File: src/hw/msr_pkg.sv
// package for the motion status readout bank: offsets, bit positions, resets
// assumes byte-wide register port with 8-bit addresses
`default_nettype none
package msr_pkg;
   // ----------------------------------------
   // register offsets
   // ----------------------------------------
   localparam logic [7:0] ADDR_FEATURE_FLAGS = 8'h1c;
   localparam logic [7:0] ADDR_CORE_FLAGS = 8'h1d;
   localparam logic [7:0] ADDR_STEP_BYTE0 = 8'h1e;
   localparam logic [7:0] ADDR_STEP_BYTE1 = 8'h1f;
   localparam logic [7:0] ADDR_STEP_BYTE2 = 8'h20;
   localparam logic [7:0] ADDR_STEP_BYTE3 = 8'h21;
   localparam logic [7:0] ADDR_DIE_TEMP = 8'h22;
   localparam logic [7:0] ADDR_QUEUE_LOW = 8'h24;
   localparam logic [7:0] ADDR_QUEUE_HIGH = 8'h25;
   // ----------------------------------------
   // feature event flag bit positions
   // ----------------------------------------
   localparam int FEAT_FAULT_BIT = 7;
   localparam int FEAT_MOTION_BIT = 6;
   localparam int FEAT_WAKE_BIT = 5;
   localparam int FEAT_TILT_BIT = 3;
   localparam int FEAT_ACTIVITY_BIT = 2;
   localparam int FEAT_PEDO_BIT = 1;
   localparam logic [7:0] FEAT_USED_MASK = 8'hee;
   // ----------------------------------------
   // core event flag bit positions
   // ----------------------------------------
   localparam int CORE_ACC_READY_BIT = 7;
   localparam int CORE_AUX_READY_BIT = 5;
   localparam int CORE_QUEUE_THRESH_BIT = 1;
   localparam int CORE_QUEUE_FULL_BIT = 0;
   localparam logic [7:0] CORE_USED_MASK = 8'ha3;
   // ----------------------------------------
   // reset values and widths
   // ----------------------------------------
   localparam logic [7:0] FLAGS_RESET = 8'h00;
   localparam logic [7:0] BYTE_RESET = 8'h00;
   localparam logic [7:0] UNMAPPED_READ = 8'h00;
   localparam int QUEUE_LEVEL_W = 14;
   // pedometer flag source selection
   localparam logic PEDO_MODE_WATERMARK = 1'b0;
   localparam logic PEDO_MODE_STEP = 1'b1;
endpackage
`default_nettype wire

File: src/hw/msr_flag_reg.sv
// one clear-on-read event flag byte
// assumes event inputs are one-cycle or level pulses synchronous to i_ref_clk
`default_nettype none
module msr_flag_reg (
   input wire logic i_ref_clk,      // system clock
   input wire logic i_rst,          // sync reset, active high
   input wire logic [7:0] i_set,    // per-bit set requests
   input wire logic [7:0] i_mask,   // implemented bits
   input wire logic i_clear,        // read of this register
   output logic [7:0] o_flags       // flag byte
);
   // set wins over clear so an event during the read is kept
   always_ff @(posedge i_ref_clk) begin
      if (i_rst) begin
         o_flags <= msr_pkg::FLAGS_RESET;
      end else if (i_clear) begin
         o_flags <= i_set & i_mask;
      end else begin
         o_flags <= (o_flags | i_set) & i_mask;
      end
   end
endmodule
`default_nettype wire

File: src/hw/msr_status_bank.sv
// motion status readout bank: flag registers, step count, temperature, queue level
// assumes a byte register port: one-cycle read strobe with address, data one cycle later
`default_nettype none
// Overview of operation
// - feature flags clear on read, reset zero
// - feature bits 7,6,5,3,2,1; 4,0 reserved
// - pedometer flag from watermark or step, selectable
// - activity change sets bit 2
// - core flags clear on read, reset zero
// - core bits 7,5,1,0; others reserved
// - step count bytes 0x1e..0x21, little endian
// - temperature signed byte, zero is 23 C
// - queue level low byte at 0x24
// - queue level bits 13..8 at 0x25
module msr_status_bank (
   input wire logic i_ref_clk,              // system clock, 100 MHz
   input wire logic i_rst,                  // sync reset, active high
   input wire logic i_rd,                   // read strobe, one cycle
   input wire logic [7:0] i_addr,           // register address
   output logic [7:0] o_rdata,              // read data, registered
   output logic o_rvalid,                   // read data valid pulse
   input wire logic i_pedo_mode,            // 0 watermark, 1 single step
   input wire logic i_step_watermark,       // step count hit watermark
   input wire logic i_step_detect,          // single step detected
   input wire logic i_activity_change,      // activity class changed
   input wire logic i_tilt_event,           // tilt gesture
   input wire logic i_wake_event,           // wake event
   input wire logic i_motion_event,         // any/no motion change
   input wire logic i_fault_event,          // fault event
   input wire logic i_acc_ready,            // accel sample ready
   input wire logic i_aux_ready,            // aux sample ready
   input wire logic i_queue_thresh,         // queue threshold reached
   input wire logic i_queue_full,           // queue full
   input wire logic [31:0] i_step_count,    // running step count
   input wire logic [7:0] i_temperature,    // signed die temperature
   input wire logic [13:0] i_queue_level    // queue fill level in bytes
);
   // ----------------------------------------
   // flag sources
   // ----------------------------------------
   logic [7:0] feat_set;
   logic [7:0] core_set;
   logic [7:0] feat_flags;
   logic [7:0] core_flags;
   logic pedo_event;
   logic rd_feat;
   logic rd_core;

   always_comb begin
      pedo_event = (i_pedo_mode == msr_pkg::PEDO_MODE_STEP) ? i_step_detect : i_step_watermark;
      feat_set = 8'h00;
      feat_set[msr_pkg::FEAT_FAULT_BIT] = i_fault_event;
      feat_set[msr_pkg::FEAT_MOTION_BIT] = i_motion_event;
      feat_set[msr_pkg::FEAT_WAKE_BIT] = i_wake_event;
      feat_set[msr_pkg::FEAT_TILT_BIT] = i_tilt_event;
      feat_set[msr_pkg::FEAT_ACTIVITY_BIT] = i_activity_change;
      feat_set[msr_pkg::FEAT_PEDO_BIT] = pedo_event;
      core_set = 8'h00;
      core_set[msr_pkg::CORE_ACC_READY_BIT] = i_acc_ready;
      core_set[msr_pkg::CORE_AUX_READY_BIT] = i_aux_ready;
      core_set[msr_pkg::CORE_QUEUE_THRESH_BIT] = i_queue_thresh;
      core_set[msr_pkg::CORE_QUEUE_FULL_BIT] = i_queue_full;
   end

   // flag bytes are the only addresses with a read side effect
   function automatic logic addr_hit(input logic [7:0] addr, input logic [7:0] target);
      return addr == target;
   endfunction

   assign rd_feat = i_rd && addr_hit(i_addr, msr_pkg::ADDR_FEATURE_FLAGS);
   assign rd_core = i_rd && addr_hit(i_addr, msr_pkg::ADDR_CORE_FLAGS);

   // ----------------------------------------
   // flag registers
   // ----------------------------------------
   msr_flag_reg u_feat (
      .i_ref_clk(i_ref_clk),
      .i_rst(i_rst),
      .i_set(feat_set),
      .i_mask(msr_pkg::FEAT_USED_MASK),
      .i_clear(rd_feat),
      .o_flags(feat_flags)
   );

   msr_flag_reg u_core (
      .i_ref_clk(i_ref_clk),
      .i_rst(i_rst),
      .i_set(core_set),
      .i_mask(msr_pkg::CORE_USED_MASK),
      .i_clear(rd_core),
      .o_flags(core_flags)
   );

   // ----------------------------------------
   // read mux
   // ----------------------------------------
   logic [7:0] next_rdata;

   always_comb begin
      if (i_addr == msr_pkg::ADDR_FEATURE_FLAGS) begin
         next_rdata = feat_flags;
      end else if (i_addr == msr_pkg::ADDR_CORE_FLAGS) begin
         next_rdata = core_flags;
      end else if (i_addr == msr_pkg::ADDR_STEP_BYTE0) begin
         next_rdata = i_step_count[7:0];
      end else if (i_addr == msr_pkg::ADDR_STEP_BYTE1) begin
         next_rdata = i_step_count[15:8];
      end else if (i_addr == msr_pkg::ADDR_STEP_BYTE2) begin
         next_rdata = i_step_count[23:16];
      end else if (i_addr == msr_pkg::ADDR_STEP_BYTE3) begin
         next_rdata = i_step_count[31:24];
      end else if (i_addr == msr_pkg::ADDR_DIE_TEMP) begin
         // passed through raw; offset to 23 C is software's job
         next_rdata = i_temperature;
      end else if (i_addr == msr_pkg::ADDR_QUEUE_LOW) begin
         next_rdata = i_queue_level[7:0];
      end else if (i_addr == msr_pkg::ADDR_QUEUE_HIGH) begin
         next_rdata = {2'b00, i_queue_level[13:8]};
      end else begin
         next_rdata = msr_pkg::UNMAPPED_READ;
      end
   end

   always_ff @(posedge i_ref_clk) begin
      if (i_rst) begin
         o_rdata <= msr_pkg::BYTE_RESET;
      end else if (i_rd) begin
         o_rdata <= next_rdata;
      end
   end

   always_ff @(posedge i_ref_clk) begin
      if (i_rst) begin
         o_rvalid <= 1'b0;
      end else begin
         o_rvalid <= i_rd;
      end
   end
endmodule
`default_nettype wire

File: config.mk
export PLATFORM = sky130hd
export DESIGN_NAME = msr_status_bank
export DESIGN_NICKNAME = d
export VERILOG_FILES = /design/src/hw/msr_pkg.sv /design/src/hw/msr_flag_reg.sv /design/src/hw/msr_status_bank.sv
export SDC_FILE = /design/constraint.sdc
export NUM_CORES = 1
export LEC_CHECK = 0
export BUFFER_PORTS_ARGS = -buffer_cell sky130_fd_sc_hd__buf_2
export CAP_MARGIN = 10
export CORE_UTILIZATION = 48
export CTS_BUF_LIST = sky130_fd_sc_hd__clkbuf_4 sky130_fd_sc_hd__clkbuf_8
export CTS_CLUSTER_DIAMETER = 80
export DETAILED_ROUTE_END_ITERATION = 8
export PLACE_DENSITY = 0.95
export SKIP_CTS_REPAIR_TIMING = 1
export SLEW_MARGIN = 20
export SYNTH_ARGS = -nofsm -noshare
export SYNTH_HDL_FRONTEND = slang
export SYNTH_HIERARCHICAL = 1
export SYNTH_SLANG_ARGS = --single-unit
File: constraint.sdc
create_clock -name i_ref_clk -period 1.9 [get_ports i_ref_clk]
set_input_delay 0.095 -clock i_ref_clk [delete_from_list [all_inputs] [get_ports i_ref_clk]]
set_output_delay 0.095 -clock i_ref_clk [all_outputs]
set_load 0.03 [all_outputs]
==> results of run 1 <==
cell families (layout without fill, tap and decap cells):
kind of cell | after synthesis | count (layout)
buffers and inverters | 18 | 105
AND/OR/NAND/NOR | 71 | 71
multiplexers | 15 | 15
other | 2 | 22
flip-flops | 25 | 25
AO/OA/AOI/OAI | 73 | 73
power breakdown:
part           internal (W)  total [W]  switching, W
logic              0.000144   0.000294      0.000150
registers          0.000550   0.000567     0.0000169
clock network     0.0000968   0.000267      0.000170
total              0.000791    0.00113      0.000337
how the worst max path moves through the flow:
stage / startpoint / end / cells after the start
after global routing: i_addr[0] / o_rdata[2] / 5
after floorplan: i_addr[5] / u_feat/o_flags[1] / 6
after global placement: i_addr[0] / o_rdata[3] / 7
final: i_addr[0] / o_rdata[3] / 7
after CTS: i_addr[0] / o_rdata[3] / 7
after detailed placement: i_addr[0] / o_rdata[3] / 7
sequential cells by signal, summed over array words and instances, names as in the netlist:
name            flops
o_rdata             8
u_core/o_flags      8
u_feat/o_flags      8
o_rvalid            1
routing by layer:
layer  routed length (µm)  vias up  global-route usage
li1                     -      963                   -
met1                 2040      910               0.359
met2                 2580      124               0.451
met3                  427        6              0.0497
met4                   46        0              0.0762
met5                    0        -                   0
stage by stage:
step	instance area [µm²]	setup WS (ns)	total power, W	util	hold slack [ns]
6_report	2330	0.616	0.00113	0.688	-0.00875
5_1_grt	2330	0.560	0.00118	0.688	0.000336
4_1_cts	2290	0.631	0.00112	0.677	-0.0124
3_5_place_dp	2260	0.258	0.000860	0.668	0.338
3_3_place_gp	2260	0.288	0.000853	0.668	0.337
2_1_floorplan	1800	0.357	0.000743	-	0.251
cells in the final DEF (no fill, tap or decap), types with 3 or more instances in the layout:
cell           instances
mux2_2                 5
dlygate4sd3_1          4
o21ai_1                9
conb_1                22
nand2_1               13
clkbuf_4               4
o22ai_1                6
a32oi_1                4
o211a_1               16
and2_1                 4
a21oi_1                7
nor2b_1               17
dfxtp_1               25
buf_4                  6
nor3_1                 4
nand2b_1               5
a211oi_1               4
a2111oi_0              4
o22a_1                 4
buf_2                 85
nor2_1                16
o21ai_0                7
inv_1                  3
mux2i_1                8
layout make-up:
type	instances	area [µm²]	area share
tap	46	57.6	0.0247
clock buffer	4	30.0	0.0129
sequential	25	500	0.214
inverter	6	22.5	0.00965
timing repair buffer	95	510	0.219
multi-input combinational	181	1210	0.520
==> summary.md, run 1 <==
| Metric | Value |
|---|---|
| Register-to-Register Path Depth | 5 |
| Detailed-route vias per instance | 5.61 |
| Count of endpoints failing setup in the final report | 0 |
| Sequential share of the synthesized area | 0.289 |
| Cell family with most CP delay | compound AO/OA/AOI/OAI gates |
| Fillers | 272 |
| Launch point of the worst hold path | i_aux_ready |
| Post-synthesis share of cell area spent on xor and xnor gates | 0 |
| Element type at the critical path end | flip-flop |
| Clock Pin Slew Worst Setup and Hold Paths | 0.14 ns |
| Hold Path Stages | 2 |
| Via total after detailed routing | 2,003 |
| Synthesis-to-finish area growth | 34.9% |
| List of most frequent post-synthesis cells | 25 x dfxtp_1, 17 x nor2b_1, 16 x nor2_1, 16 x o211a_1, 13 x nand2_1 |
| Synthesis Warnings | 6 |
| DRT Wirelength | 5.10 mm |
| GPL Wtd Cong | 0.945 |
| I/O pin cnt | 86 |
| Post-Place Cells | 349 |
| R2r startpoint | u_core/o_flags[5] |
| Number of buffers inserted during clock tree synthesis | 3 |
| Classification of the worst setup path | input pin to flip-flop |
| Flop and latch count out of synthesis | 25 |
| Skew-Pair Late Insertion Delay | 0.33 ns |
| Top cell type's share of synthesized area | 0.289 |
| Number of distinct library cell variants in the gate-level netlist after synthesis | 45 |
| Worst-case vdd ir drop | 0.288 mV |
| Number of nets in the final layout | 389 |
| CTS tree | built |
| Post-synthesis instance total | 204 |
| Worst Hold Path EP | u_core/o_flags[5] |
| Predominant post-synthesis flop cell | dfxtp_1 |
| WP buf/inv | 2 |
| Synthesized-area fraction occupied by adder cells | 0 |
| Core ar. | 3390 µm² |
| Fraction of the cycle the final worst path needs | 0.676 |
| Violations in the final reports | hold timing |
| Biggest area consumer among synthesized cells | dfxtp_1 |
| Wire length of the first global-routing pass | 7.51 mm |
| Sequence of cells on the critical path | buf_2, nor2b_1, buf_4, a32oi_1, nor2_1, a2111oi_0, a211oi_1 |
| Highest clock frequency the design can meet | 779 MHz |
| Violation count after the first detailed-routing iteration | 206 |
| Post-synthesis compound-gate area fraction | 0.333 |
| Total power density per cell area | 483 nW/µm² |
| Register-to-register path setup slack | 0.71 ns |
| Initial Util | 0.510 |
| CTS sink count | 25 |
| Largest family of logic cells by synthesized area | compound AO/OA/AOI/OAI gates |
| Clk_skew | 0.00623 ns |
| Async S/R FF share, synth | 0 |
| Leakage power figure | 1.21 nW |
| Kind of start point of the critical path | input pin |
| Via count of the first global-routing pass | 1,648 |
| Die height | 62.0 µm |
| GRT Overall Usage | 0.272 |
| Final Hold Vio Count | 2 |
| Slowest cell on the critical path | a2111oi_0 |
| Total standard cell area after synthesis | 1730 µm² |
| Tmin final | 1.28 ns |
| Total number of H-tree levels | 1 |
| Total negative slack | 0 ns |
| Clock tree buffer depth | 2 |
| Count of input and output buffers | 85 |
| Max-cap violation count | 0 |
| CTS root buf | clkbuf_4 |
| Setup repair after global routing missed its margin | no |
| Detail Route Antenna Nets | 0 |
| Residual overflow from global routing | 0 |
| Fraction of final layout cells sized beyond drive strength 1 | 0.360 |
| Mapped Avg Cell Area | 8.48 µm² |
| Inserted Diodes | 0 |
| Most common cell in the netlist | dfxtp_1 |
| Area contributors post-synth | dfxtp_1 29%, o211a_1 9.3%, nor2b_1 6.2%, mux2i_1 4.6%, nor2_1 3.5% |
| Critical Path RT | 2.12 ns |
| Max stage delay on crit path | 0.41 ns |
| Number of pins with negative max-slew slack in the final report | 0 |
| Class of the worst hold path | input pin to flip-flop |
| Number of core rows | 21 |
| Number of antenna violations at the first check in global routing | 0 |
| Die width | 62.0 µm |
| Detailed Place HPWL | 4.00 mm |
| Post-route DRC violation count | 0 |
| Area share of and/or/nand/nor cells after synthesis | 0.229 |
| Multiplexer share of the synthesized area | 0.0919 |
| Endpoint of the lowest-slack register-to-register path | o_rdata[5] |
| CP Data Arrival Time | 1.51 ns |
| Post-detailed-route wirelength per cell | 14.3 µm |
| Largest net degree at the start of global routing | 24 |
| Final worst hold slack | -0.00875 ns |
| Number of standard cells in the final layout excluding fillers | 357 |
| Count of flip-flops with a built-in enable after synthesis | 0 |
| Outcome | finished with violations |
| Total iterations of the first detailed-routing run | 5 |
| Max Fanout on Critical Path | 23 |
| Die area | 3850 µm² |
Power figures use the tool's default switching activity.
==> run 2: changes to the inputs <==
==> constraint.sdc (replaced) <==
create_clock -name i_ref_clk -period 1.35 [get_ports i_ref_clk]
set_input_delay 0.0675 -clock i_ref_clk [delete_from_list [all_inputs] [get_ports i_ref_clk]]
set_output_delay 0.0675 -clock i_ref_clk [all_outputs]
set_load 0.03 [all_outputs]
==> run 2 against run 1 <==
Compared with the run above: the run now ends clean; combinational power grew 63%; first-iteration DRC count decreased by 50%; via count increased by 3.6%; clock skew up 0.0016 ns; core utilization increased by 6.9 points; routed wire length increased by 8.0%; largest power group unchanged; cell area up 10%; global-route usage increased by 1.2 points; critical path depth is 3 lower; sequential cell count unchanged.
==> summary.md, run 2 (synthesized netlist as in run 1, its figures left out) <==
| Metric | Value |
|---|---|
| Outcome | finished, final reports clean |
| Core ar. | 3390 µm² |
| Measured slew at the worst slew-check pin | 0.577 ns |
| Fillers | 242 |
| Part of the power in registers | 0.483 |
| Total power density per cell area | 641 nW/µm² |
| Max stage delay on crit path | 0.47 ns |
| Detailed-route vias per instance | 5.45 |
| Number of pins with negative max-slew slack in the final report | 0 |
| Combinational fraction of design power | 0.291 |
| Detail Route Antenna Nets | 0 |
| Fraction of the cycle the final worst path needs | 0.879 |
| Clock tree buffer depth | 2 |
| Via count of the first global-routing pass | 1,902 |
| Total iterations of the first detailed-routing run | 4 |
| Top library cells by usage in the layout, fill and taps aside | 85 x buf_2, 25 x dfxtp_1, 22 x buf_4, 22 x conb_1, 17 x nor2b_1 |
| Number of nets in the final layout | 413 |
| Inserted Diodes | 0 |
| Tmin final | 1.19 ns |
| CP Data Arrival Time | 1.41 ns |
| Total number of H-tree levels | 1 |
| Detailed Place HPWL | 4.41 mm |
| Relative max-transition margin | 0.615 |
| Internal power | 0.00116 W |
| Proportion of total power due to net switching | 0.296 |
| Die height | 62.0 µm |
| Largest net degree at the start of global routing | 16 |
| Die width | 62.0 µm |
| Synthesis-to-finish area growth | 48.6% |
| Fraction of final layout cells sized beyond drive strength 1 | 0.394 |
| Count of endpoints failing setup in the final report | 0 |
| Clock network fraction of design power | 0.226 |
| CTS tree | built |
| Clk_skew | 0.00785 ns |
| CTS root buf | clkbuf_4 |
| Number of core rows | 21 |
| Post-route DRC violation count | 0 |
| Die area | 3850 µm² |
| Initial Util | 0.510 |
| Element type at the critical path end | flip-flop |
| GRT Overall Usage | 0.284 |
| Via total after detailed routing | 2,075 |
| Skew-Pair Late Insertion Delay | 0.33 ns |
| Residual overflow from global routing | 0 |
| GPL Wtd Cong | 0.873 |
| Placed standard-cell area | 2450 µm² |
| Critical Path RT | 1.57 ns |
| Highest clock frequency the design can meet | 843 MHz |
| Number of standard cells in the final layout excluding fillers | 381 |
| Max-cap violation count | 0 |
| Slowest cell on the critical path | a2111oi_0 |
| Leakage power figure | 1.33 nW |
| I/O pin cnt | 86 |
| Classification of the worst setup path | flip-flop to flip-flop |
| Number of buffers inserted during clock tree synthesis | 3 |
| Wire length of the first global-routing pass | 8.05 mm |
| Final design instance area without fill | 2570 µm² |
| Net switching power | 0.000487 W |
| Kind of start point of the critical path | flip-flop |
| Setup repair after global routing missed its margin | no |
| Largest registers ranked by flip-flop count | o_rdata x8, u_core/o_flags x8, u_feat/o_flags x8 |
| Final Hold Vio Count | 0 |
| Post-detailed-route wirelength per cell | 14.4 µm |
| Max Fanout on Critical Path | 3 |
| CTS sink count | 25 |
| Class of the worst hold path | input pin to flip-flop |
| Clock Pin Slew Worst Setup and Hold Paths | 0.14 ns |
| Worst-case vdd ir drop | 0.428 mV |
| Number of antenna violations at the first check in global routing | 0 |
| Violation count after the first detailed-routing iteration | 102 |
| Count of input and output buffers | 85 |
| Post-Place Cells | 368 |
| DRT Wirelength | 5.50 mm |
| Sequence of cells on the critical path | nand2_1, a21oi_1, a2111oi_0, a211oi_1 |
| Leading cell type in the layout, fill and taps excluded | buf_2 |
-- run 2: cell types whose count changed in the layout (fill, tap and decap cells not counted), sizes merged --
| cell | delta |
|---|---|
| dlygate4sd3 | +5 |
| buf | +19 |
-- run 2: power by group through the flow --
stage          combinational (W)  clock (W)  sequential, W
2_1_floorplan           0.000217          0       0.000829
3_5_place_dp            0.000450          0       0.000811
3_3_place_gp            0.000433          0       0.000810
4_1_cts                 0.000451   0.000372       0.000795
5_1_grt                 0.000519   0.000405       0.000800
6_report                0.000478   0.000372       0.000796
-- run 2: cell type report --
cell class                 count  area [µm²]  share of cell area
multi-input combinational    181        1220               0.474
timing repair buffer         119         741               0.288
sequential                    25         500               0.195
tap                           46        57.6              0.0224
clock buffer                   4        30.0              0.0117
inverter                       6        22.5             0.00877
-- run 2: path summary, 6_finish.rpt --
path / start / endpoint / slack [ns] / cells past startpoint
max: u_core/o_flags[0] / o_rdata[0] / 0.16 / 4
min: i_rst / o_rvalid / 0.1 / 2
max reg2reg: u_core/o_flags[0] / o_rdata[0] / 0.16 / 4
min reg2reg: o_rdata[7] / o_rdata[7] / 0.54 / 2
-- run 2: stage by stage --
stage	setup TNS [ns]	power, W	setup slack, ns	utilization	hold WS, ns
5_1_grt	0	0.00172	0.115	0.758	0.0908
3_3_place_gp	-0.0687	0.00124	-0.0226	0.722	0.311
4_1_cts	0	0.00162	0.179	0.731	-0.0344
2_1_floorplan	0	0.00105	0.00466	-	0.223
3_5_place_dp	-0.571	0.00126	-0.0529	0.722	0.313
6_report	0	0.00165	0.164	0.758	0.0955
-- run 2: critical path, delay by kind of cell (launching register included) --
kind / cells / cell delay (ns)
AO/OA/AOI/OAI: 3 / 0.67
flip-flops: 1 / 0.35
AND/OR/NAND/NOR: 1 / 0.06
-- run 2: per-layer routing --
layer / GRT usage / routed length [µm] / share of wire
met1: 0.349 / 2250 / 0.41
met2: 0.477 / 2760 / 0.50
met3: 0.0663 / 394 / 0.072
met4: 0.111 / 94 / 0.017
met5: 0 / 0 / 0
==> run 3: changes to the inputs <==
--- a/config.mk
+++ b/config.mk
@@ -7,11 +7,13 @@
 export LEC_CHECK = 0
 export BUFFER_PORTS_ARGS = -buffer_cell sky130_fd_sc_hd__buf_2
 export CAP_MARGIN = 10
-export CORE_UTILIZATION = 48
+export CELL_PAD_IN_SITES_DETAIL_PLACEMENT = 1
+export CELL_PAD_IN_SITES_GLOBAL_PLACEMENT = 1
+export CORE_UTILIZATION = 33
 export CTS_BUF_LIST = sky130_fd_sc_hd__clkbuf_4 sky130_fd_sc_hd__clkbuf_8
 export CTS_CLUSTER_DIAMETER = 80
 export DETAILED_ROUTE_END_ITERATION = 8
-export PLACE_DENSITY = 0.95
+export PLACE_DENSITY = 0.94
 export SKIP_CTS_REPAIR_TIMING = 1
 export SLEW_MARGIN = 20
 export SYNTH_ARGS = -nofsm -noshare
==> run 3 against run 2 <==
Compared with the run above: via count is 1.2% lower; register-to-register slack hardly changed; final cell count is 3.9% higher; largest power group unchanged; worst hold slack lost 0.062 ns; cell area down 1.9%; clock power rose by 20%; routed wire length grew 16%; sequential share of layout area rose by 0.39 points; critical path type is now input pin to flip-flop.
==> summary.md, run 3 (synthesized netlist as in run 1, its figures left out) <==
| Metric | Value |
|---|---|
| Largest registers ranked by flip-flop count | o_rdata x8, u_core/o_flags x8, u_feat/o_flags x8 |
| Tmin final | 1.27 ns |
| Via count of the first global-routing pass | 2,119 |
| Synthesis-to-finish area growth | 45.7% |
| Number of core rows | 25 |
| Core ar. | 4880 µm² |
| Sequence of cells on the critical path | buf_2, and4b_1, and2_1, nand2_2, nor2_1, buf_4, nor2b_1, o211a_1 |
| CP Data Arrival Time | 1.43 ns |
| Number of buffers inserted during clock tree synthesis | 3 |
| Total power density per cell area | 680 nW/µm² |
| Slowest cell on the critical path | and4b_1 |
| Count of endpoints failing setup in the final report | 0 |
| Number of nets in the final layout | 407 |
| I/O pin cnt | 86 |
| DRT Wirelength | 6.40 mm |
| Count of input and output buffers | 85 |
| Worst setup timing slack at the placement stage | -0.169 ns |
| Detailed-route vias per instance | 5.18 |
| Highest clock frequency the design can meet | 788 MHz |
| Initial Util | 0.354 |
| Class of the worst hold path | input pin to flip-flop |
| Max stage delay on crit path | 0.23 ns |
| Wire length of the first global-routing pass | 9.92 mm |
| Max Fanout on Critical Path | 10 |
| Outcome | finished, final reports clean |
| CTS sink count | 25 |
| Setup repair after global routing missed its margin | no |
| Critical Path RT | 1.51 ns |
| Top routing layer in use | met4 |
| Detail Route Antenna Nets | 0 |
| Max-cap violation count | 0 |
| Length of routed wiring on met1 | 2.70 mm |
| Via total after detailed routing | 2,050 |
| Classification of the worst setup path | input pin to flip-flop |
| WP buf/inv | 2 |
| Leakage power figure | 1.31 nW |
| Clock tree buffer depth | 2 |
| Post-route DRC violation count | 0 |
| Die area | 5530 µm² |
| Kind of start point of the critical path | input pin |
| Worst-case vdd ir drop | 0.522 mV |
| Total number of H-tree levels | 1 |
| Skew-Pair Late Insertion Delay | 0.27 ns |
| Number of antenna violations at the first check in global routing | 0 |
| CTS tree | built |
| Post-layout total power | 0.00171 W |
| Total iterations of the first detailed-routing run | 4 |
| Detailed Place HPWL | 5.33 mm |
| Top library cells by usage in the layout, fill and taps aside | 85 x buf_2, 27 x buf_4, 25 x dfxtp_1 |
| Fraction of final layout cells sized beyond drive strength 1 | 0.410 |
| Die height | 74.4 µm |
| Largest net degree at the start of global routing | 15 |
| Cell family with most CP delay | simple AND/OR/NAND/NOR gates |
| GPL Wtd Cong | 0.941 |
| CTS root buf | clkbuf_8 |
| Element type at the critical path end | flip-flop |
| Clk_skew | 0.00135 ns |
| Final Hold Vio Count | 0 |
| Fillers | 652 |
| Violation count after the first detailed-routing iteration | 83 |
| Final WS setup | 0.0807 ns |
| Leading cell type in the layout, fill and taps excluded | buf_2 |
| Clock Pin Slew Worst Setup and Hold Paths | 0.09 ns |
| Fraction of the cycle the final worst path needs | 0.940 |
| Total negative slack | 0 ns |
| Residual overflow from global routing | 0 |
| Die width | 74.4 µm |
| Wire length on met2 | 3.31 mm |
| Post-detailed-route wirelength per cell | 16.2 µm |
| Number of pins with negative max-slew slack in the final report | 0 |
| Metal3 WL | 327 µm |
| Inserted Diodes | 0 |
| GRT Overall Usage | 0.236 |
run 3: changes by cell type in the layout (fill, tap and decap cells not counted), sizes merged:
cell	delta
clkbuf	-1
buf	+3
dlygate4sd3	-9
clkinv	+1
run 3: report_power, final:
part / switching, W / internal [W] / leakage (nW) / total [W]
clock network: 0.000242 / 0.000206 / 0.0255 / 0.000448
registers: 0.0000241 / 0.000773 / 0.206 / 0.000797
logic: 0.000234 / 0.000232 / 1.08 / 0.000466
total: 0.000500 / 0.00121 / 1.31 / 0.00171
run 3: path summary, 6_finish.rpt:
kind                            cells past startpoint  slack (ns)                 to         startpoint
worst max-delay path                                8        0.08  u_core/o_flags[7]          i_addr[2]
worst max register to register                      4        0.15         o_rdata[3]  u_core/o_flags[3]
worst min-delay path                                2        0.03  u_core/o_flags[1]     i_queue_thresh
worst min register to register                      2        0.53         o_rdata[6]         o_rdata[6]
run 3: stage by stage:
step                      cells  instance area, µm²  hold slack (ns)   util
after floorplan             224                1810            0.223      -
after global placement      392                2470            0.311  0.507
after detailed placement    392                2470            0.314  0.507
after CTS                   396                2520           0.0323  0.516
after global routing        396                2520           0.0405  0.516
final                       396                2520           0.0337  0.516
run 3: final cells by class:
cell class | count | area (µm²) | area share
inverter | 6 | 22.5 | 0.00894
timing repair buffer | 113 | 648 | 0.257
tap | 67 | 83.8 | 0.0333
clock buffer | 3 | 41.3 | 0.0164
sequential | 25 | 500 | 0.199
clock inverter | 1 | 5.00 | 0.00199
multi-input combinational | 181 | 1220 | 0.483
run 3: per-layer routing:
layer  GRT usage  vias to the layer above
li1            -                     1000
met1       0.291                      968
met2       0.447                       76
met3      0.0285                        6
met4      0.0252                        0
met5           0                        -
